### config.mk
export PLATFORM = sky130hd
export DESIGN_NAME = pefm_top
export DESIGN_NICKNAME = d
export VERILOG_FILES = /design/src/core/pefm_top.v
export VERILOG_INCLUDE_DIRS = /design/src /design/src/inc
export SDC_FILE = /design/constraint.sdc
export NUM_CORES = 1
export LEC_CHECK = 0
export BUFFER_PORTS_ARGS = -buffer_cell sky130_fd_sc_hd__buf_2
export CORE_AREA = 2 2 116 140
export DETAILED_ROUTE_END_ITERATION = 10
export DIE_AREA = 0 0 118 142
export PLACE_DENSITY_LB_ADDON = 0.1
export SLEW_MARGIN = 10
export SYNTH_ARGS = -nofsm -noshare
export SYNTH_HDL_FRONTEND = slang
export SYNTH_SLANG_ARGS = --single-unit
### constraint.sdc
create_clock -name I_REF_CLK -period 1.9 [get_ports I_REF_CLK]
set_clock_uncertainty 0.2 [all_clocks]
set_input_delay 0.095 -clock I_REF_CLK [delete_from_list [all_inputs] [get_ports I_REF_CLK]]
set_output_delay 0.095 -clock I_REF_CLK [all_outputs]
set_load 0.02 [all_outputs]
### src/inc/pefm_map.vh
`ifndef PEFM_MAP_VH
`define PEFM_MAP_VH

// Port E pin positions
`define PEFM_E_RX 0
`define PEFM_E_TX 1
`define PEFM_E_XCK 2
`define PEFM_E_CMPA 3
`define PEFM_E_CMPB 4
`define PEFM_E_CMPC 5
`define PEFM_E_CNT 6
`define PEFM_E_CAP 7
`define PEFM_E_IRQ_LO 4
`define PEFM_E_IRQ_HI 7

// Port F test pin positions
`define PEFM_F_TCK 4
`define PEFM_F_TMS 5
`define PEFM_F_TDO 6
`define PEFM_F_TDI 7

// Constant override patterns
`define PEFM_ZERO8 8'h00
`define PEFM_ONES8 8'hFF
`define PEFM_E_PIN_MASK 8'h03
`define PEFM_E_DIR_VAL 8'h02
`define PEFM_F_TEST_MASK 8'hF0
`define PEFM_F_TEST_PU 8'hB0
`define PEFM_F_TDO_MASK 8'h40

// Test port instruction and data registers
`define PEFM_IR_W 4
`define PEFM_IR_BYPASS 4'hF
`define PEFM_IR_CAPTURE 4'h1
`define PEFM_DR_W 8
`define PEFM_DR_RESET 8'h00

`endif

### src/core/pefm_top.v
// Behaviour
// - Receiver enable forces E0 to input regardless of direction bit.
// - Forced E0 input gets pull-up from its output bit unless globally disabled.
// - Transmitter enable makes E1 an output carrying transmit data, pull-up off.
// - E2 clock pin direction from its bit; sync mode overrides output value.
// - Timer3 compare C drives E5 when enabled; software sets direction.
// - Timer3 compare B drives E4 when enabled; software sets direction.
// - Timer3 compare A drives E3 when enabled; software sets direction.
// - E4..E7 feed external interrupts; enabled interrupt forces input enable on.
// - E7 input routed to timer3 capture, no direction or pull-up override.
// - E6 input routed to timer3 count clock, no direction or pull-up override.
// - E2 and E3 reach the comparator as analogue, no analogue or input enable override.
// - Serial programming uses E1 as data out and E0 as data in.
// - Legacy mode makes all Port F pins input only, except TDO in shift states while the test port is enabled.
// - Test port enabled keeps TDI, TMS, TCK pull-ups on, even in reset.
// - Test port enabled takes test pins away from port registers.
// - TDI shifts into instruction or selected data register by state.
// - TDO floats except in shift instruction or shift data states.
// - Legacy mode disables timer3 and serial clock functions on Port E.
// - Global pull-up disable turns off port pull-ups, except TDI, TMS and TCK while the test port is enabled.
// - Test port activity advances on edges of the test clock pin.
`timescale 1ns/1ps
`default_nettype none
`include "pefm_map.vh"

module pefm_top (
	input wire I_REF_CLK,
	input wire I_RST,
	input wire [7:0] I_PORT_E_OUTPUT,
	input wire [7:0] I_PORT_E_DIRECTION,
	input wire [7:0] I_PORT_F_OUTPUT,
	input wire [7:0] I_PORT_F_DIRECTION,
	input wire I_GLOBAL_PULLUP_DISABLE,
	input wire I_LEGACY_MODE,
	input wire I_INPUT_SLEEP_GATE,
	input wire I_SERIAL0_RX_ENABLE,
	input wire I_SERIAL0_TX_ENABLE,
	input wire I_SERIAL0_TX_DATA,
	input wire I_SERIAL0_SYNC_SELECT,
	input wire I_SERIAL0_CLOCK_OUT,
	input wire I_TIMER3_COMPARE_A_EN,
	input wire I_TIMER3_COMPARE_A_OUT,
	input wire I_TIMER3_COMPARE_B_EN,
	input wire I_TIMER3_COMPARE_B_OUT,
	input wire I_TIMER3_COMPARE_C_EN,
	input wire I_TIMER3_COMPARE_C_OUT,
	input wire [3:0] I_EXT_IRQ_ENABLE,
	input wire I_PROG_MODE,
	input wire I_PROG_SERIAL_OUT,
	input wire I_TEST_PORT_ENABLE,
	input wire [7:0] I_PE_PIN,
	input wire [7:0] I_PF_PIN,
	output wire [7:0] O_PE_PULLUP,
	output wire [7:0] O_PE_OE,
	output wire [7:0] O_PE_OUT,
	output wire [7:0] O_PE_IN_EN,
	output wire [7:0] O_PF_PULLUP,
	output wire [7:0] O_PF_OE,
	output wire [7:0] O_PF_OUT,
	output wire [7:0] O_PF_IN_EN,
	output wire [7:0] O_PE_IN_SYNC,
	output wire [7:0] O_PF_IN_SYNC,
	output wire O_SERIAL0_RX_PIN,
	output wire O_SERIAL0_CLOCK_PIN,
	output wire O_TIMER3_CAPTURE_IN,
	output wire O_TIMER3_COUNT_CLOCK_IN,
	output wire [3:0] O_EXT_IRQ_IN,
	output wire O_PROG_SERIAL_IN,
	output wire [3:0] O_TAP_STATE,
	output wire [3:0] O_TAP_IR
);

	localparam [3:0] ST_RESET = 4'h0;
	localparam [3:0] ST_IDLE = 4'h1;
	localparam [3:0] ST_SEL_DR = 4'h2;
	localparam [3:0] ST_CAP_DR = 4'h3;
	localparam [3:0] ST_SHIFT_DR = 4'h4;
	localparam [3:0] ST_EXIT1_DR = 4'h5;
	localparam [3:0] ST_PAUSE_DR = 4'h6;
	localparam [3:0] ST_EXIT2_DR = 4'h7;
	localparam [3:0] ST_UPD_DR = 4'h8;
	localparam [3:0] ST_SEL_IR = 4'h9;
	localparam [3:0] ST_CAP_IR = 4'hA;
	localparam [3:0] ST_SHIFT_IR = 4'hB;
	localparam [3:0] ST_EXIT1_IR = 4'hC;
	localparam [3:0] ST_PAUSE_IR = 4'hD;
	localparam [3:0] ST_EXIT2_IR = 4'hE;
	localparam [3:0] ST_UPD_IR = 4'hF;

	// Override merge: enabled bits take the override value
	function [7:0] ovr;
		input [7:0] en;
		input [7:0] val;
		input [7:0] base;
		begin
			ovr = (base & ~en) | (val & en);
		end
	endfunction

	// Accept a new level once stages two and three agree
	function [7:0] agree;
		input [7:0] s2;
		input [7:0] s3;
		input [7:0] held;
		begin
			agree = ovr(~(s2 ^ s3), s2, held);
		end
	endfunction

	// Test state machine step
	function [3:0] tap_next;
		input [3:0] st;
		input tms;
		begin
			case (st)
			ST_RESET: tap_next = tms ? ST_RESET : ST_IDLE;
			ST_IDLE: tap_next = tms ? ST_SEL_DR : ST_IDLE;
			ST_SEL_DR: tap_next = tms ? ST_SEL_IR : ST_CAP_DR;
			ST_CAP_DR: tap_next = tms ? ST_EXIT1_DR : ST_SHIFT_DR;
			ST_SHIFT_DR: tap_next = tms ? ST_EXIT1_DR : ST_SHIFT_DR;
			ST_EXIT1_DR: tap_next = tms ? ST_UPD_DR : ST_PAUSE_DR;
			ST_PAUSE_DR: tap_next = tms ? ST_EXIT2_DR : ST_PAUSE_DR;
			ST_EXIT2_DR: tap_next = tms ? ST_UPD_DR : ST_SHIFT_DR;
			ST_UPD_DR: tap_next = tms ? ST_SEL_DR : ST_IDLE;
			ST_SEL_IR: tap_next = tms ? ST_RESET : ST_CAP_IR;
			ST_CAP_IR: tap_next = tms ? ST_EXIT1_IR : ST_SHIFT_IR;
			ST_SHIFT_IR: tap_next = tms ? ST_EXIT1_IR : ST_SHIFT_IR;
			ST_EXIT1_IR: tap_next = tms ? ST_UPD_IR : ST_PAUSE_IR;
			ST_PAUSE_IR: tap_next = tms ? ST_EXIT2_IR : ST_PAUSE_IR;
			ST_EXIT2_IR: tap_next = tms ? ST_UPD_IR : ST_SHIFT_IR;
			ST_UPD_IR: tap_next = tms ? ST_SEL_DR : ST_IDLE;
			default: tap_next = ST_RESET;
			endcase
		end
	endfunction

	reg [7:0] pe_s1_q, pe_s2_q, pe_s3_q, pe_filt_q;
	reg [7:0] pf_s1_q, pf_s2_q, pf_s3_q, pf_filt_q;
	reg tck_prev_q;
	reg [3:0] tap_q, tap_d;
	reg [`PEFM_IR_W-1:0] ir_q, ir_sh_q;
	reg [`PEFM_DR_W-1:0] dr_q, dr_sh_q;
	reg byp_q;
	reg tdo_q;
	reg [7:0] pe_pu_q, pe_oe_q, pe_out_q, pe_ien_q;
	reg [7:0] pf_pu_q, pf_oe_q, pf_out_q, pf_ien_q;
	reg [7:0] pe_pu_d, pe_oe_d, pe_out_d, pe_ien_d;
	reg [7:0] pf_pu_d, pf_oe_d, pf_out_d, pf_ien_d;
	reg [7:0] pe_pullup_override_enable, pe_pullup_override_value, pe_direction_override_enable, pe_port_value_override_enable, pe_port_value_override_value, pe_ieoe;
	reg [7:0] pf_base_oe;

	wire global_pullup_disable = I_GLOBAL_PULLUP_DISABLE;
	wire leg = I_LEGACY_MODE;
	wire jtag = I_TEST_PORT_ENABLE;
	wire rx_force = I_SERIAL0_RX_ENABLE | I_PROG_MODE;
	wire tx_force = I_SERIAL0_TX_ENABLE | I_PROG_MODE;
	wire tck = pf_filt_q[`PEFM_F_TCK];
	wire tms = pf_filt_q[`PEFM_F_TMS];
	wire tdi = pf_filt_q[`PEFM_F_TDI];
	wire tck_rise = tck & ~tck_prev_q;
	wire tck_fall = ~tck & tck_prev_q;
	wire sel_byp = (ir_q == `PEFM_IR_BYPASS);
	wire shifting = (tap_q == ST_SHIFT_IR) | (tap_q == ST_SHIFT_DR);

	// Pin input synchronisers
	always @(posedge I_REF_CLK) begin
		if (I_RST) begin
			pe_s1_q <= `PEFM_ZERO8;
			pe_s2_q <= `PEFM_ZERO8;
			pe_s3_q <= `PEFM_ZERO8;
			pe_filt_q <= `PEFM_ZERO8;
			pf_s1_q <= `PEFM_ZERO8;
			pf_s2_q <= `PEFM_ZERO8;
			pf_s3_q <= `PEFM_ZERO8;
			pf_filt_q <= `PEFM_ZERO8;
			tck_prev_q <= 1'b0;
		end else begin
			pe_s1_q <= I_PE_PIN;
			pe_s2_q <= pe_s1_q;
			pe_s3_q <= pe_s2_q;
			pe_filt_q <= agree(pe_s2_q, pe_s3_q, pe_filt_q);
			pf_s1_q <= I_PF_PIN;
			pf_s2_q <= pf_s1_q;
			pf_s3_q <= pf_s2_q;
			pf_filt_q <= agree(pf_s2_q, pf_s3_q, pf_filt_q);
			tck_prev_q <= tck;
		end
	end

	// Test state machine, stepped by rising test clock edges
	always @* begin
		tap_d = tap_q;
		if (!jtag)
			tap_d = ST_RESET;
		else if (tck_rise)
			tap_d = tap_next(tap_q, tms);
	end

	always @(posedge I_REF_CLK) begin
		if (I_RST) begin
			tap_q <= ST_RESET;
			ir_q <= `PEFM_IR_BYPASS;
			ir_sh_q <= `PEFM_IR_BYPASS;
			dr_q <= `PEFM_DR_RESET;
			dr_sh_q <= `PEFM_DR_RESET;
			byp_q <= 1'b0;
			tdo_q <= 1'b0;
		end else begin
			tap_q <= tap_d;
			if (tap_q == ST_RESET)
				ir_q <= `PEFM_IR_BYPASS;
			if (jtag && tck_rise) begin
				case (tap_q)
				ST_CAP_IR: ir_sh_q <= `PEFM_IR_CAPTURE;
				ST_SHIFT_IR: ir_sh_q <= {tdi, ir_sh_q[`PEFM_IR_W-1:1]};
				ST_UPD_IR: ir_q <= ir_sh_q;
				ST_CAP_DR: begin
					byp_q <= 1'b0;
					dr_sh_q <= dr_q;
				end
				ST_SHIFT_DR: begin
					if (sel_byp)
						byp_q <= tdi;
					else
						dr_sh_q <= {tdi, dr_sh_q[`PEFM_DR_W-1:1]};
				end
				ST_UPD_DR: begin
					if (!sel_byp)
						dr_q <= dr_sh_q;
				end
				default: begin
				end
				endcase
			end
			if (jtag && tck_fall) begin
				if (tap_q == ST_SHIFT_IR)
					tdo_q <= ir_sh_q[0];
				else
					tdo_q <= sel_byp ? byp_q : dr_sh_q[0];
			end
		end
	end

	// Port E override terms
	always @* begin
		pe_pullup_override_enable = `PEFM_ZERO8;
		pe_pullup_override_value = `PEFM_ZERO8;
		pe_direction_override_enable = `PEFM_ZERO8;
		pe_port_value_override_enable = `PEFM_ZERO8;
		pe_port_value_override_value = `PEFM_ZERO8;
		pe_ieoe = `PEFM_ZERO8;
		pe_direction_override_enable[`PEFM_E_RX] = rx_force;
		pe_pullup_override_enable[`PEFM_E_RX] = rx_force;
		pe_pullup_override_value[`PEFM_E_RX] = I_PORT_E_OUTPUT[`PEFM_E_RX] & ~global_pullup_disable;
		pe_pullup_override_enable[`PEFM_E_TX] = tx_force;
		pe_direction_override_enable[`PEFM_E_TX] = tx_force;
		pe_port_value_override_enable[`PEFM_E_TX] = tx_force;
		pe_port_value_override_value[`PEFM_E_TX] = I_PROG_MODE ? I_PROG_SERIAL_OUT :
			I_SERIAL0_TX_DATA;
		pe_port_value_override_enable[`PEFM_E_XCK] = I_SERIAL0_SYNC_SELECT & ~leg;
		pe_port_value_override_value[`PEFM_E_XCK] = I_SERIAL0_CLOCK_OUT;
		pe_port_value_override_enable[`PEFM_E_CMPA] = I_TIMER3_COMPARE_A_EN & ~leg;
		pe_port_value_override_value[`PEFM_E_CMPA] = I_TIMER3_COMPARE_A_OUT;
		pe_port_value_override_enable[`PEFM_E_CMPB] = I_TIMER3_COMPARE_B_EN & ~leg;
		pe_port_value_override_value[`PEFM_E_CMPB] = I_TIMER3_COMPARE_B_OUT;
		pe_port_value_override_enable[`PEFM_E_CMPC] = I_TIMER3_COMPARE_C_EN & ~leg;
		pe_port_value_override_value[`PEFM_E_CMPC] = I_TIMER3_COMPARE_C_OUT;
		pe_ieoe[`PEFM_E_IRQ_HI:`PEFM_E_IRQ_LO] = I_EXT_IRQ_ENABLE;
	end

	// Pin resolution; comparator pins E2, E3 carry no analogue override
	always @* begin
		pe_pu_d = ovr(pe_pullup_override_enable, pe_pullup_override_value,
			I_PORT_E_OUTPUT & ~I_PORT_E_DIRECTION & {8{~global_pullup_disable}});
		pe_oe_d = ovr(pe_direction_override_enable, `PEFM_E_DIR_VAL & `PEFM_E_PIN_MASK,
			I_PORT_E_DIRECTION);
		pe_out_d = ovr(pe_port_value_override_enable, pe_port_value_override_value, I_PORT_E_OUTPUT);
		pe_ien_d = ovr(pe_ieoe, `PEFM_ONES8,
			{8{~I_INPUT_SLEEP_GATE}});
		pf_base_oe = leg ? `PEFM_ZERO8 : I_PORT_F_DIRECTION;
		pf_pu_d = ovr({8{jtag}} & `PEFM_F_TEST_MASK, `PEFM_F_TEST_PU,
			I_PORT_F_OUTPUT & ~pf_base_oe & {8{~global_pullup_disable}});
		pf_oe_d = ovr({8{jtag}} & `PEFM_F_TEST_MASK,
			{8{shifting}} & `PEFM_F_TDO_MASK, pf_base_oe);
		pf_out_d = ovr({8{jtag}} & `PEFM_F_TDO_MASK, {8{tdo_q}},
			leg ? `PEFM_ZERO8 : I_PORT_F_OUTPUT);
		pf_ien_d = ovr({8{jtag}} & `PEFM_F_TEST_MASK, `PEFM_ZERO8,
			{8{~I_INPUT_SLEEP_GATE}});
	end

	// Registered pin controls; test pin pull-ups survive reset
	always @(posedge I_REF_CLK) begin
		if (I_RST) begin
			pe_pu_q <= `PEFM_ZERO8;
			pe_oe_q <= `PEFM_ZERO8;
			pe_out_q <= `PEFM_ZERO8;
			pe_ien_q <= `PEFM_ONES8;
			pf_pu_q <= {8{jtag}} & `PEFM_F_TEST_PU;
			pf_oe_q <= `PEFM_ZERO8;
			pf_out_q <= `PEFM_ZERO8;
			pf_ien_q <= `PEFM_ONES8;
		end else begin
			pe_pu_q <= pe_pu_d;
			pe_oe_q <= pe_oe_d;
			pe_out_q <= pe_out_d;
			pe_ien_q <= pe_ien_d;
			pf_pu_q <= pf_pu_d;
			pf_oe_q <= pf_oe_d;
			pf_out_q <= pf_out_d;
			pf_ien_q <= pf_ien_d;
		end
	end

	assign O_PE_PULLUP = pe_pu_q;
	assign O_PE_OE = pe_oe_q;
	assign O_PE_OUT = pe_out_q;
	assign O_PE_IN_EN = pe_ien_q;
	assign O_PF_PULLUP = pf_pu_q;
	assign O_PF_OE = pf_oe_q;
	assign O_PF_OUT = pf_out_q;
	assign O_PF_IN_EN = pf_ien_q;
	assign O_PE_IN_SYNC = pe_filt_q & pe_ien_q;
	assign O_PF_IN_SYNC = pf_filt_q & pf_ien_q;

	// Peripheral input routing
	assign O_SERIAL0_RX_PIN = pe_filt_q[`PEFM_E_RX];
	assign O_PROG_SERIAL_IN = pe_filt_q[`PEFM_E_RX];
	assign O_SERIAL0_CLOCK_PIN = pe_filt_q[`PEFM_E_XCK] &
		I_SERIAL0_SYNC_SELECT & ~leg;
	assign O_TIMER3_CAPTURE_IN = pe_filt_q[`PEFM_E_CAP] & ~leg;
	assign O_TIMER3_COUNT_CLOCK_IN = pe_filt_q[`PEFM_E_CNT] &
		~leg;
	assign O_EXT_IRQ_IN = pe_filt_q[`PEFM_E_IRQ_HI:`PEFM_E_IRQ_LO];
	assign O_TAP_STATE = tap_q;
	assign O_TAP_IR = ir_q;

endmodule // pefm_top
`default_nettype wire

==> run summary <==
The run finished with clean final reports. Number of synthesized flops with an enable pin: 0. The region available for standard cell placement spans 15500 um^2. After global routing the overflow that remains totals 0. For this run, the register share of the synthesized area comes to 56.2%. The net count of the finished layout is 836. The DRC violation count after routing is 0, and the total of warnings raised by yosys is 0.

The sort of element at the start of the critical path is an input pin. The repair_antennas step left the layout with diodes totalling 0. The part of the power in registers was 45.6%; the number of failing hold endpoints at the final stage was 0.

Counting flops with an async set or reset pin after synthesis yields a share of 0%. The highest-delay cell along the critical path is sky130_fd_sc_hd__dlygate4sd3_1. The sum of routed wire length over all layers is 12900 um. Broken down by cell family, the worst path's largest delay share belongs to buffers and inverters. In this run the worst path has a maximum fanout of 11. The tools report the cell at the root of the clock tree as sky130_fd_sc_hd__clkbuf_16. The maximum frequency from static timing analysis was 548 MHz. The average cell area after synthesis is 10.1 um^2. Walking the worst path, the cells encountered are dlygate4sd3_1 -> buf_2 -> or2_2 -> nor3b_1 -> dlygate4sd3_1. The design draws 7130 uW. The tools report the half-perimeter wire length after placement as 8510 um. For the maximum clock insertion buffer count, the log shows 2. Final cell utilization of the core: 50.3%. The most used flip-flop cell after synthesis is sky130_fd_sc_hd__dfxtp_1.

In this run the count of I/O pins placed on the die edge is 168. The multi-input logic area was 2050 um^2; the number of buffers and inverters on the critical path was 3. In this run switching power makes up 23.3% of total power. The CTS buffer count was 17; the combinational group share of total power was 7.6%. The initial antenna violation count is 0, and the via count of the first global-routing pass is 4512.

For this run, the total global-route usage over all layers was measured as 16.0%. Across the run, the number of max-cap violations was 0. The tools report the count of pins over their slew limit as 0. Once detail routing completed, the nets flagged for antenna violations numbered 0.

STA puts the critical path data required time at 2050 ps. The analysis attributes to net switching a power of 1660 uW. IR analysis of the VDD net gives a maximum drop of 495 uV.

The dominant cell by count in the synthesized netlist was sky130_fd_sc_hd__dfxtp_1. Hold is met by 53.2 ps. The tools report the number of detailed-routing iterations run before antenna repair as 4. The data arrival time of the critical path is 1980 ps, and the final cell area excluding filler cells is 7770 um^2. For the pin with the worst max-slew slack, the measured transition is 730 ps. Counting every instance in the synthesized netlist gives 523. Total of flip-flops plus latches after synthesis: 149. The die is 118 um wide. The internal power component came out at 5470 uW. Setup repair after global routing left no endpoint under its margin. The area of all sequential standard cells was 2980 um^2; the power density normalized to cell area was 918 nW/um^2.

The layout has 1467 filler cells. The clock period minus final worst setup slack works out to 1830 ps. After floorplanning, the core was divided into 50 placement rows. The number of vias in the routed layout is 4445. Starting density of the core: 34.3%. The area share of the largest cell type after synthesis was 56.2%. TritonCTS built the clock tree. Of all cell types, the one taking the most synthesized area is sky130_fd_sc_hd__dfxtp_1. The post-route fraction of the period consumed by the critical path works out to 96.1%. The count of clock tree sinks is 149, and the total negative slack for setup checks is 0 ps. Global-route wire length before repair: 21500 um. The count of buffers added on input and output ports is 167. In the post-synthesis netlist, the biggest area contributors are sky130_fd_sc_hd__dfxtp_1 (56%), sky130_fd_sc_hd__nor2b_1 (8.1%), sky130_fd_sc_hd__mux2i_1 (5.1%), sky130_fd_sc_hd__and2_1 (3.3%), sky130_fd_sc_hd__a21oi_1 (3.0%). The setup path with the least slack is of type input pin to flop. Number of distinct library cells after synthesis: 52. The worst setup path is captured at a flop. Entering global routing, the biggest net connects 48 pins.

In this run the worst hold path is classified as input pin to flop. Clock-pin slew was measured on the worst setup and hold paths at 60 ps. Dividing the detail-routed wire length by the instance count gives 13.1 um. The height of the chip was 142 um; the max-slew headroom at the worst pin was 51.2%. The maximum single-stage delay on the critical path is 580 ps. The placed instances occupy a cell area of 6260 um^2. The H-tree depth reported by CTS was 4; the clock latency of the later-clocked register in the worst-skew pair was 410 ps. The die covers 16800 um^2.

The count of endpoints failing setup in the final report is 0. Counting stages on the worst path, the most repeated cell is sky130_fd_sc_hd__dlygate4sd3_1. Using the TritonRoute via totals, the vias-per-cell ratio works out to 4.51. The tools report the violation count after the first detailed-route iteration as 158. The summed instance area of the synthesized netlist is 5310 um^2, and the share of cells above drive strength 1 is 29.6%.

The tools report the synthesized netlist net count as 594. By count the netlist is led by sky130_fd_sc_hd__dfxtp_1 (149), sky130_fd_sc_hd__nor2b_1 (69), sky130_fd_sc_hd__a21oi_1 (32), sky130_fd_sc_hd__nor2_1 (31), sky130_fd_sc_hd__and2_1 (28). For this design the static power due to leakage is 0.00344 uW. Area growth from synthesis to final layout: 46.4%. The final weighted congestion of routability-driven global placement is 0.772. The clock network burns 46.8% of the power.
==> per-stage QoR <==
step	std cells	setup slack, ps
finish	986	73.6
global route	986	3.14
CTS	986	115
detailed placement	865	-41.5
global placement	865	0.937
floorplan	523	76.9
==> cell families after synthesis <==
group / after synthesis / share of synthesized area, %
DFF: 149 / 56.2
AOI/OAI and AO/OA: 85 / 10.1
xor gates and xnor gates: 2 / 0.330
and+or+nand+nor: 209 / 22.9
buffers and inverters: 51 / 5.35
muxes: 27 / 5.09
==> area by class of cell <==
cell class / instances / area share [%]
inverters: 5 / 0.242
clock inverters: 15 / 2.14
flip-flops and latches: 149 / 38.4
clock buffers: 17 / 5.48
repair buffers: 269 / 24.0
multi-input cells: 323 / 26.4
well taps: 208 / 3.35
==> worst register-to-register path: stages, from the launching register on <==
cell and delay [ps]:
sky130_fd_sc_hd__dfxtp_1 300, sky130_fd_sc_hd__or2_1 260, sky130_fd_sc_hd__or3b_4 510, sky130_fd_sc_hd__mux2i_1 160, sky130_fd_sc_hd__a311oi_1 260
==> path summary, 6_finish.rpt <==
kind                           startpoint             end  slack [ps]  cells after the start
hold / removal                      I_RST  O_PF_PULLUP[0]          50                      3
setup / recovery  I_GLOBAL_PULLUP_DISABLE  O_PE_PULLUP[2]          70                      5
setup reg to reg           O_TAP_STATE[3]      dr_sh_q[0]         120                      4
hold reg to reg                pe_s1_q[1]      pe_s2_q[1]         230                      1
==> what timing repair did <==
item	in CTS	in global routing
setup buffers	0	0
hold buffers	89	0
endpoints found under the hold margin	73	0
gates resized for setup	1	2
endpoints found under the setup margin	7	3
==> metal layers <==
metal / track usage [%] / part of all wire (%)
met1: 18.4 / 42
met2: 27.4 / 50
met3: 4.37 / 4.8
met4: 8.12 / 3.0
met5: 0 / 0
==> placed cells by master (no fill, tap or decap), types with 8 or more instances in the layout <==
master / count
sky130_fd_sc_hd__a21oi_1: 32
sky130_fd_sc_hd__and2_1: 28
sky130_fd_sc_hd__a311oi_1: 8
sky130_fd_sc_hd__nand2_1: 21
sky130_fd_sc_hd__mux2i_1: 27
sky130_fd_sc_hd__o21ai_0: 21
sky130_fd_sc_hd__nor3b_1: 8
sky130_fd_sc_hd__buf_2: 166
sky130_fd_sc_hd__nor2b_1: 69
sky130_fd_sc_hd__buf_4: 12
sky130_fd_sc_hd__dfxtp_1: 149
sky130_fd_sc_hd__nand2b_1: 16
sky130_fd_sc_hd__dlygate4sd3_1: 88
sky130_fd_sc_hd__nor2_1: 31
sky130_fd_sc_hd__clkbuf_16: 17
==> power groups by stage <==
stage | Clock [uW] | Sequential [uW] | Combinational (uW)
floorplan | 0 | 3380 | 170
global placement | 0 | 3320 | 397
detailed placement | 0 | 3320 | 402
CTS | 3430 | 3250 | 548
global route | 3560 | 3260 | 591
finish | 3340 | 3250 | 544
No activity file was read; power rests on OpenSTA's default activity.
